--- config.mk ---
export PLATFORM = sky130hd
export DESIGN_NAME = homing_method_decoder
export DESIGN_NICKNAME = d
export VERILOG_FILES = /design/src/rtl/homing_code_map.v /design/src/rtl/homing_method_decoder.v
export VERILOG_INCLUDE_DIRS = /design/src /design/src/inc
export SDC_FILE = /design/constraint.sdc
export NUM_CORES = 1
export LEC_CHECK = 0
export BUFFER_PORTS_ARGS = -buffer_cell sky130_fd_sc_hd__buf_2
export CAP_MARGIN = 30
export CORE_ASPECT_RATIO = 0.7
export CORE_MARGIN = 2
export CORE_UTILIZATION = 30
export DETAILED_ROUTE_END_ITERATION = 10
export PLACE_DENSITY_LB_ADDON = 0.3
export SLEW_MARGIN = 20
export SYNTH_ARGS = -nofsm -noshare
export SYNTH_HDL_FRONTEND = slang
export SYNTH_SLANG_ARGS = --single-unit
export TNS_END_PERCENT = 10
--- constraint.sdc ---
create_clock -name mclk -period 1.7 [get_ports mclk]
set_clock_uncertainty 0.2 [all_clocks]
set_input_delay 0.085 -clock mclk [delete_from_list [all_inputs] [get_ports mclk]]
set_output_delay 0.085 -clock mclk [all_outputs]
set_load 0.01 [all_outputs]
--- src/inc/homing_consts.vh ---
`ifndef HOMING_CONSTS_VH
`define HOMING_CONSTS_VH
// ****************************************
// method codes, signed byte values
// ****************************************
`define HM_CODE_7 8'h07
`define HM_CODE_11 8'h0B
`define HM_CODE_8 8'h08
`define HM_CODE_12 8'h0C
`define HM_CODE_23 8'h17
`define HM_CODE_27 8'h1B
`define HM_CODE_35 8'h23
`define HM_CODE_37 8'h25
`define HM_CODE_M1 8'hFF
`define HM_CODE_M33 8'hDF
`define HM_CODE_M4 8'hFC
`define HM_CODE_M36 8'hDC
`define HM_CODE_M5 8'hFB
`define HM_CODE_M2 8'hFE
`define HM_CODE_M34 8'hDE
`define HM_CODE_M6 8'hFA
`define HM_CODE_M38 8'hDA
// ****************************************
// homing parameter values and resets
// ****************************************
`define HM_TYPE_RST 8'h00
`define HM_METH_RST 8'h00
`define HM_METH_NONE 8'h00
`define HM_READBACK_RST 8'h00
// ****************************************
// control word bit positions
// ****************************************
`define HM_CW_START 4
`define HM_CW_HALT 8
`endif

--- src/rtl/homing_code_map.v ---
`include "homing_consts.vh"

// ****************************************
// pure lookup from method code to parameter pair
// ****************************************
module homing_code_map (
    // method code in
    input wire [7:0] methodCode,
    // decoded result
    output reg known,
    output reg typeValid,
    output reg [7:0] typeVal,
    output reg [7:0] methVal,
    output reg needServoOn
);
    // positive codes set the method parameter, negative ones the type parameter
    always @* begin
        known = 1'b1;
        typeValid = 1'b0;
        typeVal = `HM_TYPE_RST;
        methVal = `HM_METH_NONE;
        needServoOn = 1'b0;
        case (methodCode)
            `HM_CODE_7: methVal = 8'h07; // RULE_02
            `HM_CODE_11: methVal = 8'h0B; // RULE_02
            `HM_CODE_8: methVal = 8'h08; // RULE_03
            `HM_CODE_12: methVal = 8'h0C; // RULE_03
            `HM_CODE_23: methVal = 8'h17; // RULE_04
            `HM_CODE_27: methVal = 8'h1B; // RULE_04
            `HM_CODE_35: begin
                methVal = 8'h23; // RULE_05
                needServoOn = 1'b1;
            end
            `HM_CODE_37: begin
                methVal = 8'h25; // RULE_05
                needServoOn = 1'b1;
            end
            `HM_CODE_M1: begin
                typeValid = 1'b1;
                typeVal = 8'h00; // RULE_06
            end
            `HM_CODE_M33: begin
                typeValid = 1'b1;
                typeVal = 8'h10; // RULE_06
            end
            `HM_CODE_M4: begin
                typeValid = 1'b1;
                typeVal = 8'h03; // RULE_07
            end
            `HM_CODE_M36: begin
                typeValid = 1'b1;
                typeVal = 8'h13; // RULE_07
            end
            `HM_CODE_M5: begin
                typeValid = 1'b1;
                typeVal = 8'h04; // RULE_08
            end
            `HM_CODE_M2: begin
                typeValid = 1'b1;
                typeVal = 8'h01; // RULE_09
            end
            `HM_CODE_M34: begin
                typeValid = 1'b1;
                typeVal = 8'h11; // RULE_09
            end
            `HM_CODE_M6: begin
                typeValid = 1'b1;
                typeVal = 8'h05; // RULE_10
            end
            `HM_CODE_M38: begin
                typeValid = 1'b1;
                typeVal = 8'h15; // RULE_10
            end
            default: known = 1'b0; // RULE_01
        endcase
    end
endmodule

--- src/rtl/homing_method_decoder.v ---
// What this block does
// RULE_01: an unlisted method value leaves both homing parameters as they were.
// RULE_02: codes 7 and 11 set the method parameter to 07h or 0Bh, reverse after dog, first index.
// RULE_03: codes 8 and 12 set the method parameter to 08h or 0Ch, first index after dog front.
// RULE_04: codes 23 and 27 set the method parameter to 17h or 1Bh, dog front edge as home.
// RULE_05: codes 35 and 37 set 23h or 25h, data-set homing allowed only under servo-on; code checks it only for a start from idle, not a resume from halt.
// RULE_06: codes -1 and -33 set the type parameter to 00h or 10h, dog rear end then index.
// RULE_07: codes -4 and -36 set the type parameter to 03h or 13h, stopper type.
// RULE_08: code -5 sets the type parameter to 04h, servo-on position becomes home at once.
// RULE_09: codes -2 and -34 set the type parameter to 01h or 11h, count type.
// RULE_10: codes -6 and -38 set the type parameter to 05h or 15h, rear end plus shift.
// RULE_11: the method byte is read as a signed two's complement number.
// RULE_12: the master starts homing with a rising start bit and clears it when done.
// RULE_13: halt bit stops the motor; a fresh start edge with halt clear resumes.
// RULE_14: the master issues the store command to keep a written method.
`include "homing_consts.vh"

module homing_method_decoder (
    // clock and reset
    input wire mclk,
    input wire rst_n,
    // method write from the serial register side
    input wire methodWrite,
    input wire [7:0] methodData,
    // control word and drive state
    input wire [15:0] controlWord,
    input wire servoOn,
    input wire homingModeActive,
    input wire homingDone,
    input wire homingAlarm,
    // store request, for nonvolatile copy
    input wire storeReq,
    // decoded parameters and last accepted method
    output reg [7:0] homingTypeParam,
    output reg [7:0] homingMethodParam,
    output reg [7:0] methodReadback,
    output reg storeParamsPulse,
    // to the motion logic
    output reg homingRun,
    output reg haltDecel,
    output reg setHomeNow,
    output reg dataSetHoming
);
    // ****************************************
    // method decode
    // ****************************************
    wire known;
    wire typeValid;
    wire [7:0] typeVal;
    wire [7:0] methVal;
    wire needServoOn;
    wire signed [7:0] methodSigned;

    // the byte is taken as signed so negative codes pick the type table
    assign methodSigned = methodData; // RULE_11

    homing_code_map u_map (
        .methodCode(methodSigned),
        .known(known),
        .typeValid(typeValid),
        .typeVal(typeVal),
        .methVal(methVal),
        .needServoOn(needServoOn)
    );

    // parameter registers; unknown codes leave both untouched
    always @(posedge mclk or negedge rst_n) begin
        if (!rst_n) begin
            homingTypeParam <= `HM_TYPE_RST;
            homingMethodParam <= `HM_METH_RST;
            methodReadback <= `HM_READBACK_RST;
        end else if (methodWrite && known) begin // RULE_01
            methodReadback <= methodData;
            if (typeValid) begin
                homingTypeParam <= typeVal; // RULE_06
                homingMethodParam <= `HM_METH_NONE;
            end else begin
                homingMethodParam <= methVal; // RULE_02
            end
        end
    end

    // store pulse forwarded one cycle; the copy itself lives elsewhere
    always @(posedge mclk or negedge rst_n) begin
        if (!rst_n) begin
            storeParamsPulse <= 1'b0;
        end else begin
            storeParamsPulse <= storeReq; // RULE_14
        end
    end

    // ****************************************
    // start and halt sequencing
    // ****************************************
    localparam ST_IDLE = 2'h0;
    localparam ST_RUN = 2'h1;
    localparam ST_HALT = 2'h2;
    localparam ST_DONE = 2'h3;

    reg [1:0] state_q;
    reg [1:0] state_d;
    reg startPrev_q;
    wire startBit;
    wire haltBit;
    wire startEdge;
    wire dataSetSel;
    wire dataSetOk;
    wire servoOnPos;

    assign startBit = controlWord[`HM_CW_START];
    assign haltBit = controlWord[`HM_CW_HALT];
    assign startEdge = startBit && !startPrev_q; // RULE_12
    assign dataSetSel = (homingMethodParam == 8'h23) || (homingMethodParam == 8'h25);
    // data-set type refuses to start from idle without servo-on
    assign dataSetOk = !dataSetSel || servoOn; // RULE_05
    assign servoOnPos = (homingMethodParam == `HM_METH_NONE) && (homingTypeParam == 8'h04);

    always @(posedge mclk or negedge rst_n) begin
        if (!rst_n) begin
            startPrev_q <= 1'b0;
        end else begin
            startPrev_q <= startBit;
        end
    end

    // only a fresh edge starts; holding the bit high never retriggers
    always @* begin
        state_d = state_q;
        case (state_q)
            ST_IDLE: begin
                if (startEdge && !haltBit && homingModeActive && dataSetOk) begin
                    state_d = ST_RUN; // RULE_12
                end
            end
            ST_RUN: begin
                if (homingAlarm || homingDone) begin
                    state_d = ST_DONE;
                end else if (haltBit) begin
                    state_d = ST_HALT; // RULE_13
                end
            end
            ST_HALT: begin
                // resume needs halt clear and a new start edge
                if (homingAlarm) begin
                    state_d = ST_DONE;
                end else if (!haltBit && startEdge) begin
                    state_d = ST_RUN; // RULE_13
                end
            end
            ST_DONE: begin
                // wait for the master to drop the start bit
                if (!startBit) begin
                    state_d = ST_IDLE; // RULE_12
                end
            end
            default: state_d = ST_IDLE;
        endcase
    end

    always @(posedge mclk or negedge rst_n) begin
        if (!rst_n) begin
            state_q <= ST_IDLE;
        end else begin
            state_q <= state_d;
        end
    end

    // registered drive outputs
    always @(posedge mclk or negedge rst_n) begin
        if (!rst_n) begin
            homingRun <= 1'b0;
            haltDecel <= 1'b0;
            setHomeNow <= 1'b0;
            dataSetHoming <= 1'b0;
        end else begin
            homingRun <= (state_d == ST_RUN);
            haltDecel <= haltBit; // RULE_13
            // servo-on position type sets home on servo-on, no homing mode needed
            setHomeNow <= servoOnPos && servoOn && !homingRun; // RULE_08
            dataSetHoming <= (state_d == ST_RUN) && dataSetSel; // RULE_05
        end
    end
endmodule

==> results of run 1 <==
==> layout by cell type, fill, tap and decap left out, drive strengths merged, types with 2 or more instances in the layout <==
master	n
xnor2	3
nand4	2
dlygate4sd3	7
mux2	6
and3	3
o41ai	3
nor2	6
o31ai	3
nand2	9
nand2b	3
inv	6
dfrtp	26
nor4b	3
buf	78
conb	6
a32o	3
nor4	3
and2	3
a22o	2
nand3	4
nor3	4
o31a	2
o21ai	5
clkbuf	3
==> state kept, by name (all words and copies together) (netlist names) <==
register / cells
methodReadback: 8
haltDecel: 1
homingRun: 1
state_q: 2
setHomeNow: 1
startPrev_q: 1
storeParamsPulse: 1
homingTypeParam: 4
homingMethodParam: 6
dataSetHoming: 1
==> through the flow <==
stage	instances	area, um2	total power [mW]	hold WS [ns]	worst slack (ns)
floorplan	133	1400	1.16	-0.411	-0.0455
global placement	251	1840	1.42	-0.0914	-0.155
detailed placement	251	1840	1.45	-0.0731	-0.187
CTS	261	1960	1.85	0.00188	0.00428
global route	262	2000	2.00	0.0251	0.00111
finish	262	2000	1.90	0.0124	0.0651
==> metal layers <==
metal / track usage (%) / vias to the layer above / share of wire, %
met5: 0 / - / 0
met1: 19.3 / 632 / 45
li1: - / 616 / -
met3: 4.22 / 8 / 5.1
met2: 28.3 / 42 / 48
met4: 5.90 / 0 / 1.6
==> critical path: stages (launching register included) <==
cell     delay (ns)
dfrtp_1        0.44
or4_1          0.56
and3_4         0.19
nor4b_4        0.13
==> layout make-up <==
cell class / instances / area, um2
Fill cell: 417 / 2380
Multi-Input combinational cell: 87 / 659
Sequential cell: 26 / 651
Timing Repair Buffer: 85 / 556
Tap cell: 55 / 68.8
Clock buffer: 3 / 41.3
Inverter: 6 / 22.5
==> worst paths after layout <==
kind	end	slack, ns	cells after the start
min	methodReadback[5]	0.01	3
max in group asynchronous	methodReadback[4]	0.75	2
min in group asynchronous	methodReadback[0]	0.15	2
min reg2reg	homingTypeParam[4]	0.31	2
max reg2reg	dataSetHoming	0.07	3
max	dataSetHoming	0.07	3
==> cell families after synthesis <==
family,after synthesis
multiplexers,6
flip-flops,26
AND/OR/NAND/NOR,45
XOR/XNOR,3
AO/OA/AOI/OAI,27
other,1
buffers and inverters,20
==> power by group <==
group	switching, mW	leakage (nW)	total (mW)	internal [mW]
clock	0.195	0.0216	0.355	0.159
sequential	0.104	0.331	0.848	0.744
combinational	0.321	0.642	0.694	0.373
total	0.620	0.995	1.90	1.28
==> repair_timing <==
action                                  in CTS  in global routing
setup buffers                                0                  1
hold buffers                                 7                  0
hold endpoints to repair                    32                  0
endpoints found under the setup margin       1                  1
pin swaps                                    0                  2
resized for setup                            4                  7
==> metrics.txt, run 1 <==
relative slew slack=59.6%; Iter 0 DRT Violations=99; CP Launch Type=flip-flop; Overall Global Routing Usage=16.0%; Syn-to-layout area delta=45.2%; DRC=0; worst flop-to-flop path startpoint=state_q[1]; GRT overflow=0; initial antenna violation count=0; Leakage=0.995 nW; first-pass GRT wire length=6340 um; GPL Wtd Cong=0.964; Worst-Margin Slew=0.606 ns; Rows=20; Yosys top cell area share=47.3%; CTS Buf Count=3; I/O Pins=61; Final Util=45.6%; Critical Path AT=1.59 ns; post-route ant nets=0; fraction of registers with async set/reset=100%; Post-Route Setup TNS=0 ns; Wirelength per Cell=15.1 um; Reg clk slew, reported paths=0.09 ns; fin crit share=96.2%; via count=1,298; Hold Crit Class=input pin to flip-flop; synthesized cell area=0.00138 mm2; Total Wirelength=3950 um; largest family of logic cells by synthesized area=simple AND/OR/NAND/NOR gates; syn_area_per_cell=10.8 um2; synth top area cells=dfrtp_1 (47%), buf_4 (4.4%), mux2_4 (4.4%), nand2_1 (2.5%), buf_6 (2.5%); CTS tree=built; Max clock buf depth=2; final setup violation count=0; Starting Density=31.4%; number of enable flip-flop cells after synthesis=0; hold path start=methodData[5]; die width=85.0 um; largest net degree at the start of global routing=27; max-slew violation count=0; Final min period=1.63 ns; Post-synth top flop=dfrtp_1; Crit Path Category=flip-flop to flip-flop; diodes inserted=0; multiplexer area fraction after synthesis=6.00%; CP Capture Type=flip-flop; Core ar.=0.00438 mm2; vias in the first global route=1,354; H-tree levels=1; Port-buffer cells=40; largest fanout on the critical path=5; Peak VDD IR=0.555 mV; via/cell ratio=4.95; P per Cell Area=949 mW/mm2; Clock Tree Root=clkbuf_8; DR pass1 iterations=4; Simple-Gate Fraction of Synth Area=18.5%; CP startpoint=state_q[1]; count leader, synth=dfrtp_1; Final Hold Fails=0; fraction of layout cells with a size suffix above 1=46.9%; area leader, netlist=dfrtp_1; HPWL after detailed placement=3050 um; DIE AREA=0.00515 mm2; post-synth cell types=43; Worst Path Required=1.66 ns; gate count after technology mapping=128; Ys Warns=0; Nets=241; number of synthesized register bits=26; post-synthesis adder-cell area fraction=0%; status=completed; RSZ-0062 raised after global routing=no; complex-gate fraction of the synthesized area=16.6%; # clock sinks=26; Peak Freq=0.612 GHz; Die Height=60.7 um; sequential area share after synthesis=47.3%; XOR/XNOR Fraction of Synth Area=1.91%; worst-skew pair later-pin latency=0.27 ns; maxcap violations=0; most frequent cells after synthesis=dfrtp_1 (26), nand2_1 (9), buf_4 (8)
Note: power is estimated with default switching activity, not from simulation.
==> run 2: changes to the inputs <==
--- a/config.mk
+++ b/config.mk
@@ -10,7 +10,7 @@
 export CAP_MARGIN = 30
 export CORE_ASPECT_RATIO = 0.7
 export CORE_MARGIN = 2
-export CORE_UTILIZATION = 30
+export CORE_UTILIZATION = 25
 export DETAILED_ROUTE_END_ITERATION = 10
 export PLACE_DENSITY_LB_ADDON = 0.3
 export SLEW_MARGIN = 20
==> metrics.txt, run 2 (synthesis gave the netlist of run 1 again) <==
via/cell ratio=4.49 (-9.3%); CP Launch Type=flip-flop; max-slew violation count=0 (unchanged); largest fanout on the critical path=4 (-1); status=completed; die width=92.7 um (+9.1%); max FFs per register=8 (unchanged); Int Pwr=1.32 mW (+3.7%); post-route ant nets=0 (unchanged); Peak VDD IR=0.341 mV (-39%); Worst-Margin Slew=0.576 ns (-0.0299 ns); DR pass1 iterations=4 (unchanged); commonest non-fill, non-tap cell in the layout=buf_2; Final min period=1.63 ns (-0.00731 ns); first-pass GRT wire length=5910 um (-6.9%); Hold Crit Class=input pin to flip-flop; Critical Path AT=1.59 ns (about the same); DP Worst Slack=-0.163 ns (+0.0243 ns); final setup violation count=0 (unchanged); Nets=237 (-1.7%); Clk pwr share=20.8% (+2.1 points); fin crit share=95.7% (-0.43 points); Comb pwr share=35.1% (-1.5 points); Max clock buf depth=2 (unchanged); Clock Tree Root=clkbuf_8; NetSw=0.583 mW (-6.0%); Core ar.=0.00529 mm2 (+21%); Worst Path Required=1.66 ns (about the same); fraction of power spent switching nets=30.6% (-2.1 points); placed cell count=259 (+3.2%); Reg power frac=44.1% (-0.6 points); I/O Pins=61 (unchanged); Placed Area=0.00180 mm2 (-1.8%); H-tree levels=1 (unchanged); CP Capture Type=flip-flop; Crit Path Category=flip-flop to flip-flop; final setup margin=0.0724 ns (+0.00731 ns); Leakage=0.977 nW (-1.8%); Wirelength per Cell=12.8 um (-15%); post-route cell area=0.00200 mm2 (+0.31%); Starting Density=26.0% (-5.4 points); # clock sinks=26 (unchanged); Tot Pwr=1.91 mW (+0.56%); Overall Global Routing Usage=12.3% (-3.7 points); Port-buffer cells=40 (unchanged); CTS tree=built; P per Cell Area=951 mW/mm2 (+0.25%); Peak Freq=0.614 GHz (+0.45%); Fillers=569 (+36%); worst-skew pair later-pin latency=0.27 ns (about the same); Die Height=66.1 um (+8.9%); GRT overflow=0 (unchanged); Syn-to-layout area delta=45.6%; Final Hold Fails=0 (unchanged); Reg clk slew, reported paths=0.09 ns (about the same); Iter 0 DRT Violations=34 (-66%); maxcap violations=0 (unchanged); HPWL after detailed placement=2740 um (-10%); Total Wirelength=3520 um (-11%); DRC=0 (unchanged); via count=1,240 (-4.5%); Rows=22 (+10%); fraction of layout cells with a size suffix above 1=42.6% (-4.2 points); diodes inserted=0 (unchanged); GPL Wtd Cong=0.848 (-12%); largest net degree at the start of global routing=27 (unchanged); Top reg by flops=methodReadback; Finished Layout Cells=276 (+5.3%); relative slew slack=61.6% (+2.0 points); initial antenna violation count=0 (unchanged); most frequent cells in the layout=buf_2 (40), buf_4 (29), dfrtp_1 (25); Largest regs=methodReadback (8), homingMethodParam (6), homingTypeParam (4); DIE AREA=0.00612 mm2 (+19%); vias in the first global route=1,189 (-12%); CTS Buf Count=3 (unchanged)
==> run 2: path summary, 6_finish.rpt <==
check | startpoint | end | slack [ns] | cells past startpoint
min in group asynchronous | rst_n | methodReadback[2] | 0.14 | 2
setup reg to reg | state_q[1] | dataSetHoming | 0.07 | 3
hold / removal | homingDone | state_q[0] | 0.04 | 3
setup / recovery | state_q[1] | dataSetHoming | 0.07 | 3
max in group asynchronous | rst_n | state_q[1] | 0.74 | 2
hold reg to reg | homingTypeParam[4] | homingTypeParam[4] | 0.31 | 2
==> run 2: final cells by class <==
| type | count | area, um2 | share of cell area, % |
|---|---|---|---|
| Multi-Input combinational cell | 87 | 637 | 31.8 |
| Sequential cell | 26 | 652 | 32.5 |
| Clock buffer | 4 | 55.1 | 2.75 |
| Inverter | 6 | 22.5 | 1.12 |
| Timing Repair Buffer | 81 | 548 | 27.3 |
| Tap cell | 72 | 90.1 | 4.49 |
==> run 2: power by group through the flow <==
stage                     Combinational, mW  Sequential (mW)  Clock, mW
final                                 0.669            0.841      0.397
after global routing                  0.738            0.862      0.448
after CTS                             0.616            0.840      0.421
after detailed placement              0.592            0.850          0
after global placement                0.583            0.849          0
after floorplan                       0.266            0.889          0
==> run 2: routing by layer <==
metal / vias to the layer above / part of all wire, % / global-route usage [%]
met4: 0 / 0.48 / 2.21
met5: - / 0 / 0
met3: 2 / 6.3 / 3.19
met1: 587 / 51 / 18.6
met2: 40 / 42 / 17.7
li1: 611 / - / -
==> run 2: through the flow <==
step	util [%]	TNS (ns)	hold slack, ns
floorplan	-	-0.182	-0.411
global placement	34.1	-0.943	-0.0732
detailed placement	34.1	-1.39	-0.0748
CTS	37.2	0	0.0146
global route	37.9	-0.0416	0.0556
finish	37.9	0	0.0443
==> run 2: worst max-delay path: stages (launching register included) <==
cell     delay [ns]
dfrtp_2        0.43
or4_1          0.51
and3_1         0.21
nor4b_2        0.16
==> run 2: what timing repair did <==
item                                    4_1_cts  5_1_grt
gates resized for setup                       1        5
endpoints found under the hold margin        36        0
endpoints found under the setup margin        1        2
buffers inserted                              0        2
hold buffers                                 11        0
